===== config.mk =====
export PLATFORM = sky130hd
export DESIGN_NAME = operand_address_size_select
export DESIGN_NICKNAME = d
export VERILOG_FILES = /design/src/verilog/size_select_pkg.sv /design/src/verilog/size_choice.sv /design/src/verilog/operand_address_size_select.sv
export SDC_FILE = /design/constraint.sdc
export NUM_CORES = 1
export LEC_CHECK = 0
export BUFFER_PORTS_ARGS = -buffer_cell sky130_fd_sc_hd__buf_2
export CAP_MARGIN = 20
export CELL_PAD_IN_SITES_DETAIL_PLACEMENT = 1
export CELL_PAD_IN_SITES_GLOBAL_PLACEMENT = 1
export CORE_MARGIN = 2
export CORE_UTILIZATION = 33
export CTS_BUF_LIST = sky130_fd_sc_hd__clkbuf_4 sky130_fd_sc_hd__clkbuf_8
export DETAILED_ROUTE_END_ITERATION = 10
export GPL_ROUTABILITY_DRIVEN = 1
export GPL_TIMING_DRIVEN = 0
export PLACE_DENSITY_LB_ADDON = 0.2
export SETUP_SLACK_MARGIN = 0.15
export SKIP_CTS_REPAIR_TIMING = 1
export SLEW_MARGIN = 40
export SYNTH_ARGS = -nofsm -noshare
export SYNTH_HDL_FRONTEND = slang
export SYNTH_SLANG_ARGS = --single-unit

===== constraint.sdc =====
create_clock -name clk -period 1.95 [get_ports clk]
set_clock_uncertainty 0.1 [all_clocks]
set_input_delay 0.585 -clock clk [delete_from_list [all_inputs] [get_ports clk]]
set_output_delay 0.585 -clock clk [all_outputs]
set_load 0.005 [all_outputs]

===== src/verilog/size_select_pkg.sv =====
// Shared constants and carrier types for operand and address size selection.
package size_select_pkg;

    // ==================================================================
    // Prefix bytes
    localparam logic [7:0] OP_SIZE_PREFIX = 8'h66;
    localparam logic [7:0] ADDR_SIZE_PREFIX = 8'h67;

    // ==================================================================
    // Processor modes
    localparam logic [1:0] MODE_REAL = 2'h0;
    localparam logic [1:0] MODE_PROT = 2'h1;
    localparam logic [1:0] MODE_V86 = 2'h2;
    localparam logic [1:0] MODE_SYS_MGMT = 2'h3;

    // ==================================================================
    // Register byte offsets
    localparam logic [7:0] REG_CTRL = 8'h00;
    localparam logic [7:0] REG_STATUS = 8'h04;
    localparam logic [7:0] REG_LIMIT = 8'h08;
    localparam logic [7:0] REG_COUNT = 8'h0c;

    // ==================================================================
    // Control register fields
    localparam int CTRL_W = 5;
    localparam int CTRL_MODE_LSB = 0;
    localparam int CTRL_CS_BIG_BIT = 2;
    localparam int CTRL_SS_BIG_BIT = 3;
    localparam int CTRL_DATA_BIG_BIT = 4;
    localparam int CTRL_CLR_BIT = 8;
    localparam logic [CTRL_W-1:0] CTRL_RESET = 5'h00;

    // ==================================================================
    // Status register fields
    localparam int STAT_OP32_BIT = 0;
    localparam int STAT_ADDR32_BIT = 1;
    localparam int STAT_STACK32_BIT = 2;
    localparam int STAT_NATIVE16_BIT = 3;
    localparam int STAT_FRAME32_BIT = 4;
    localparam int STAT_XSTACK32_BIT = 5;
    localparam int STAT_GATE_BIT = 6;

    // ==================================================================
    // Expand-down upper bounds and count layout
    localparam logic [31:0] LIMIT_BIG = 32'hffffffff;
    localparam logic [31:0] LIMIT_SMALL = 32'h0000ffff;
    localparam int COUNT_ADDR_LSB = 16;
    localparam int COUNT_MAX_W = 16;

    // ==================================================================
    // Carrier types
    typedef struct packed {
        logic valid;
        logic opcode;
        logic [7:0] data;
    } fetch_byte_t;

    typedef struct packed {
        logic valid;
        logic is_32;
    } gate_req_t;

    typedef struct packed {
        logic valid;
        logic gate;
        logic op32;
        logic addr32;
        logic stack32;
        logic xstack32;
        logic frame32;
    } size_result_t;

    typedef struct packed {
        logic cyc;
        logic stb;
        logic we;
        logic [7:0] adr;
        logic [3:0] sel;
        logic [31:0] dat;
    } wb_req_t;

    typedef struct packed {
        logic ack;
        logic [31:0] dat;
    } wb_rsp_t;

endpackage


===== src/verilog/size_choice.sv =====
// One size decision: segment default, prefix inversion, or gate type.
`timescale 1ns/1ps
module size_choice (
    input wire logic default_big,
    input wire logic prefix_seen,
    input wire logic gate_used,
    input wire logic gate_big,
    output logic big
);

    // ==================================================================
    // Decision
    always_comb begin
        if (gate_used) begin
            big = gate_big;
        end else begin
            big = default_big ^ prefix_seen;
        end
    end

endmodule


===== src/verilog/operand_address_size_select.sv =====
// Decode-stage selection of operand, address and stack sizes with a register port.
//
// Local design decisions: the Wishbone register port and the placing of the registers.
`timescale 1ns/1ps
module operand_address_size_select
    import size_select_pkg::*;
#(
    parameter int CNT_W = 16
) (
    input wire logic clk,
    input wire logic rst,
    input wire fetch_byte_t fetch,
    input wire gate_req_t gate,
    input wire wb_req_t wb_req,
    output wb_rsp_t wb_rsp,
    output size_result_t result,
    output logic stack_wide,
    output logic [31:0] expand_down_limit
);

    // ==================================================================
    // Parameter check
    if (CNT_W < 1 || CNT_W > COUNT_MAX_W) begin : g_bad_cnt
        $error("CNT_W must lie between 1 and 16");
    end

    // ==================================================================
    // State
    typedef enum logic [0:0] {
        DEC_IDLE,
        DEC_PREFIX
    } dec_state_t;

    typedef struct packed {
        dec_state_t st;
        logic op_pfx;
        logic adr_pfx;
        logic [CTRL_W-1:0] ctrl;
        size_result_t res;
        logic stack_wide;
        logic [31:0] limit;
        logic [CNT_W-1:0] op_cnt;
        logic [CNT_W-1:0] adr_cnt;
        logic ack;
        logic [31:0] rdat;
    } state_t;

    state_t s_r;
    state_t s_nxt;

    // ==================================================================
    // Configuration decode
    logic [1:0] mode;
    logic native16;
    logic seg_big;
    logic stk_big;
    logic op_big;
    logic adr_big;
    logic is_op_pfx;
    logic is_adr_pfx;
    logic pfx_byte;
    logic op_byte;
    logic op_pfx_eff;
    logic adr_pfx_eff;
    logic bus_req;
    logic bus_write;
    logic clr_req;
    logic [31:0] ctrl_word;
    logic [31:0] wr_word;
    logic [31:0] status_word;
    logic [31:0] count_word;

    assign mode = s_r.ctrl[CTRL_MODE_LSB +: 2];

    assign native16 = (mode == MODE_REAL) || (mode == MODE_V86) || (mode == MODE_SYS_MGMT);

    assign seg_big = !native16 && s_r.ctrl[CTRL_CS_BIG_BIT];

    assign stk_big = !native16 && s_r.ctrl[CTRL_SS_BIG_BIT];

    // ==================================================================
    // Prefix scanning
    assign pfx_byte = fetch.valid && !fetch.opcode;
    assign op_byte = fetch.valid && fetch.opcode;

    assign is_op_pfx = pfx_byte && (fetch.data == OP_SIZE_PREFIX);
    assign is_adr_pfx = pfx_byte && (fetch.data == ADDR_SIZE_PREFIX);

    // Prefixes seen so far for the instruction now ending.
    assign op_pfx_eff = s_r.op_pfx;
    assign adr_pfx_eff = s_r.adr_pfx;

    size_choice u_op_size (
        .default_big(seg_big),
        .prefix_seen(op_pfx_eff),
        .gate_used(gate.valid),
        .gate_big(gate.is_32),
        .big(op_big)
    );

    // Address size never comes from a gate.
    size_choice u_adr_size (
        .default_big(seg_big),
        .prefix_seen(adr_pfx_eff),
        .gate_used(1'b0),
        .gate_big(1'b0),
        .big(adr_big)
    );

    // ==================================================================
    // Register bus decode
    assign bus_req = wb_req.cyc && wb_req.stb;

    // The write lands on the edge where the master sees ack.
    assign bus_write = bus_req && wb_req.we && s_r.ack && (wb_req.adr == REG_CTRL);

    assign clr_req = bus_write && wb_req.sel[CTRL_CLR_BIT / 8] && wb_req.dat[CTRL_CLR_BIT];

    always_comb begin
        ctrl_word = 32'h00000000;
        ctrl_word[CTRL_W-1:0] = s_r.ctrl;
    end

    always_comb begin
        wr_word = ctrl_word;
        for (int i = 0; i < 4; i++) begin
            if (wb_req.sel[i]) begin
                wr_word[i*8 +: 8] = wb_req.dat[i*8 +: 8];
            end
        end
    end

    always_comb begin
        status_word = 32'h00000000;
        status_word[STAT_OP32_BIT] = s_r.res.op32;
        status_word[STAT_ADDR32_BIT] = s_r.res.addr32;
        status_word[STAT_STACK32_BIT] = s_r.res.stack32;
        status_word[STAT_NATIVE16_BIT] = native16;
        status_word[STAT_FRAME32_BIT] = s_r.res.frame32;
        status_word[STAT_XSTACK32_BIT] = s_r.res.xstack32;
        status_word[STAT_GATE_BIT] = s_r.res.gate;
    end

    always_comb begin
        count_word = 32'h00000000;
        count_word[CNT_W-1:0] = s_r.op_cnt;
        count_word[COUNT_ADDR_LSB +: CNT_W] = s_r.adr_cnt;
    end

    // ==================================================================
    // Next state
    always_comb begin
        s_nxt = s_r;
        s_nxt.res.valid = 1'b0;

        if (is_op_pfx) begin
            s_nxt.op_pfx = 1'b1;
        end
        if (is_adr_pfx) begin
            s_nxt.adr_pfx = 1'b1;
        end

        case (s_r.st)
            DEC_IDLE: begin
                if (pfx_byte) begin
                    s_nxt.st = DEC_PREFIX;
                end
            end
            DEC_PREFIX: begin
                if (op_byte) begin
                    s_nxt.st = DEC_IDLE;
                end
            end
            default: begin
                s_nxt.st = DEC_IDLE;
            end
        endcase

        if (op_byte || gate.valid) begin
            s_nxt.res.valid = 1'b1;
            s_nxt.res.gate = gate.valid;
            s_nxt.res.op32 = op_big;
            s_nxt.res.addr32 = adr_big;
            s_nxt.res.stack32 = stk_big;
            s_nxt.res.xstack32 = adr_big;
            s_nxt.res.frame32 = op_big;
        end

        if (op_byte) begin
            s_nxt.op_pfx = 1'b0;
            s_nxt.adr_pfx = 1'b0;
        end

        // Clearing the counts loses no event: a same-cycle increment still counts.
        if (clr_req) begin
            s_nxt.op_cnt = '0;
            s_nxt.adr_cnt = '0;
        end
        if (op_byte && s_r.op_pfx) begin
            s_nxt.op_cnt = clr_req ? CNT_W'(1) : s_r.op_cnt + CNT_W'(1);
        end
        if (op_byte && s_r.adr_pfx) begin
            s_nxt.adr_cnt = clr_req ? CNT_W'(1) : s_r.adr_cnt + CNT_W'(1);
        end

        s_nxt.stack_wide = stk_big;

        s_nxt.limit = s_r.ctrl[CTRL_DATA_BIG_BIT] ? LIMIT_BIG : LIMIT_SMALL;

        if (bus_write) begin
            s_nxt.ctrl = wr_word[CTRL_W-1:0];
        end

        // One wait state, then ack for a single cycle.
        s_nxt.ack = bus_req && !s_r.ack;
        if (bus_req && !s_r.ack) begin
            case (wb_req.adr)
                REG_CTRL: begin
                    s_nxt.rdat = ctrl_word;
                end
                REG_STATUS: begin
                    s_nxt.rdat = status_word;
                end
                REG_LIMIT: begin
                    s_nxt.rdat = s_r.limit;
                end
                REG_COUNT: begin
                    s_nxt.rdat = count_word;
                end
                default: begin
                    s_nxt.rdat = 32'h00000000;
                end
            endcase
        end
    end

    // ==================================================================
    // State register
    always_ff @(posedge clk) begin
        if (rst) begin
            s_r.st <= DEC_IDLE;
            s_r.op_pfx <= 1'b0;
            s_r.adr_pfx <= 1'b0;
            s_r.ctrl <= CTRL_RESET;
            s_r.res <= '0;
            s_r.stack_wide <= 1'b0;
            s_r.limit <= LIMIT_SMALL;
            s_r.op_cnt <= '0;
            s_r.adr_cnt <= '0;
            s_r.ack <= 1'b0;
            s_r.rdat <= 32'h00000000;
        end else begin
            s_r <= s_nxt;
        end
    end

    // ==================================================================
    // Outputs
    assign wb_rsp.ack = s_r.ack;
    assign wb_rsp.dat = s_r.rdat;
    assign result = s_r.res;
    assign stack_wide = s_r.stack_wide;
    assign expand_down_limit = s_r.limit;

endmodule


==> run metrics <==
worst slew pin tran=576 ps; post-DP HPWL=7820 um; Iter 0 DRT Violations=54; Startpoint Class=flop; Routed Antenna Nets=0; Comb pwr share=7.3%; period utilization=89.8%; Max-cap violations=0; layout cells sized above 1=35.2%; die area=11900 um2; post-synthesis sequential area ratio=43.3%; Main synth FF type=dfxtp_1; Synth area leaders=dfxtp_1 43%, buf_4 6.8%, a21oi_1 5.6%; CTS tree=done; Yosys top cell area share=43.3%; Max Clock Freq=571 MHz; H-tree Lvls=3; EDFF count, synth=0; Nets=612; Placed Cells=666; critical path endpoint category=flop; Internal=2470 uW; sw power=845 uW; Fin. Hold Viols=0; Final Critical Period=1750 ps; clock root buffer=clkbuf_8; Seq pwr share=49.2%; Yosys cell types=44; Critical Path AT=1960 ps; DRC viols=0; Final Setup Violations=0; total number of vias=3408; clk sinks=79; Die H=109 um; Starting Density=33.8%; DRT met1 WL=4500 um; met3 WL=343 um; Layout Cells excl Fill=694; Pre-antenna DRT Iters=4; CP max stage delay=490 ps; Min-Delay Path Class=primary input to flop; Power Density=692 nW/um2; vias in the first global route=3394; setup tns final=0 ps; initial antenna violation count=0; Req. time, crit path=2160 ps; commonest cells after routing, fill and taps aside=88 x buf_2, 61 x dfxtp_1, 49 x nor2_1; P_leak=0.00193 uW; core area=10800 um2; power share of the clock group=43.5%; Seq cells post-synth=79; gr usage total=17.9%; FP Rows=38; Slew Limit Fails=0; outcome=completed; Setup CP Type=flop to flop; Slew HR=61.6%; crit-path cells=nand4_1, or2_4, or4_1, a21oi_1; first-pass GRT wire length=16700 um; grt ovf=0; Top Metal Used=met4; Layout area overhead=31.4%; largest net degree at the start of global routing=18; routability cong.=0.729; syn avg cell area=8.60 um2; Worst-Skew Late Latency=370 ps; I/O pin total=134; clk buf depth=2; Synth Cell Area=3650 um2; Ant. Diodes=0; Worst path slowest cell=or4_1; Ys Warns=0; TritonCTS buffer count=9; Wirelength per Cell=14.6 um; Reg clk slew, reported paths=90 ps; commonest non-fill, non-tap cell in the layout=buf_2; port bufs=87; Switching Share=25.5%; met2 WL=5240 um; Post-synth ARST share=0%; Post-Synthesis Cells=424; leading area contributor after synthesis=dfxtp_1; Peak VDD IR=0.000323 V; RSZ-0062 raised after global routing=true; Die Span X=109 um; final WL=10200 um; drt via density=4.91; Critical Path Fanout Max=5
-- final cells by class --
| class | instances | area [um2] |
|---|---|---|
| fillers | 1321 | 6000 |
| multi-input cells | 294 | 1840 |
| flip-flops and latches | 79 | 1620 |
| repair buffers | 99 | 526 |
| plain buffers | 56 | 364 |
| well taps | 140 | 175 |
| clock buffers | 9 | 124 |
| clock inverters | 7 | 108 |
| inverters | 10 | 37.5 |
-- power groups by stage --
stage	Clock, uW	Combinational, uW	Sequential (uW)
floorplan	0	135	1680
global placement	0	230	1680
detailed placement	0	233	1680
CTS	1470	234	1640
global route	1550	272	1640
finish	1440	241	1630
-- logic make-up (layout without fill, tap and decap cells) --
logic type | after synthesis | in the layout | share of synthesized area (%)
and+or+nand+nor | 163 | 163 | 23.1
AOI/OAI and AO/OA | 81 | 81 | 14.5
DFF | 79 | 79 | 43.3
buffers and inverters | 66 | 181 | 10.2
xor gates and xnor gates | 23 | 23 | 5.52
muxes | 9 | 9 | 2.47
adders and majority gates | 2 | 2 | 0.686
other | 1 | 16 | 0.103
-- per-stage QoR --
| step | hold WS [ps] | cell area (um2) | utilization [%] | setup slack, ps | power, uW |
|---|---|---|---|---|---|
| after floorplan | 348 | 3750 | - | 150 | 1810 |
| after global placement | 340 | 4360 | 40.4 | -275 | 1910 |
| after detailed placement | 343 | 4360 | 40.4 | -330 | 1910 |
| after CTS | 351 | 4590 | 42.6 | -69.1 | 3350 |
| after global routing | 346 | 4790 | 44.4 | 107 | 3460 |
| final | 354 | 4790 | 44.4 | 199 | 3320 |
-- metal layers --
layer  vias to the layer above  GRT usage (%)
li1                       1692              -
met1                      1637           21.3
met2                        67           32.4
met3                        12           4.18
met4                         0           4.12
met5                         -              0
-- path summary, 6_finish.rpt --
| path | start | to | slack [ps] | cells past startpoint |
|---|---|---|---|---|
| max reg2reg | count_word[5] | count_word[12] | 200 | 4 |
| min | wb_req[3] | ctrl_word[3] | 350 | 3 |
| min reg2reg | wb_rsp[3] | wb_rsp[3] | 360 | 2 |
| max | count_word[5] | count_word[12] | 200 | 4 |
-- critical path: cells and delay by family, from the launching register on --
kind | cells | cell delay, ps
flops | 1 | 380
simple gates | 3 | 1060
compound gates | 1 | 150
-- cell usage after synthesis, types with 6 or more instances --
cell type	instances
dfxtp_1	79
nor2_1	50
a21oi_1	41
buf_4	33
nand2_1	22
nand3_1	21
clkbuf_1	19
xnor2_1	18
o2bb2ai_1	16
nor3_1	15
inv_1	10
nand4_1	10
mux2i_1	9
nor4_1	8
a311oi_1	7
a21o_1	6
-- state kept, by name, indices dropped and copies added (netlist names) --
name               flops
stack_wide             1
ctrl_word              5
count_word            32
expand_down_limit      1
op_pfx_eff             1
wb_rsp                33
adr_pfx_eff            1
result                 5
(Power assumes the default switching activity.)
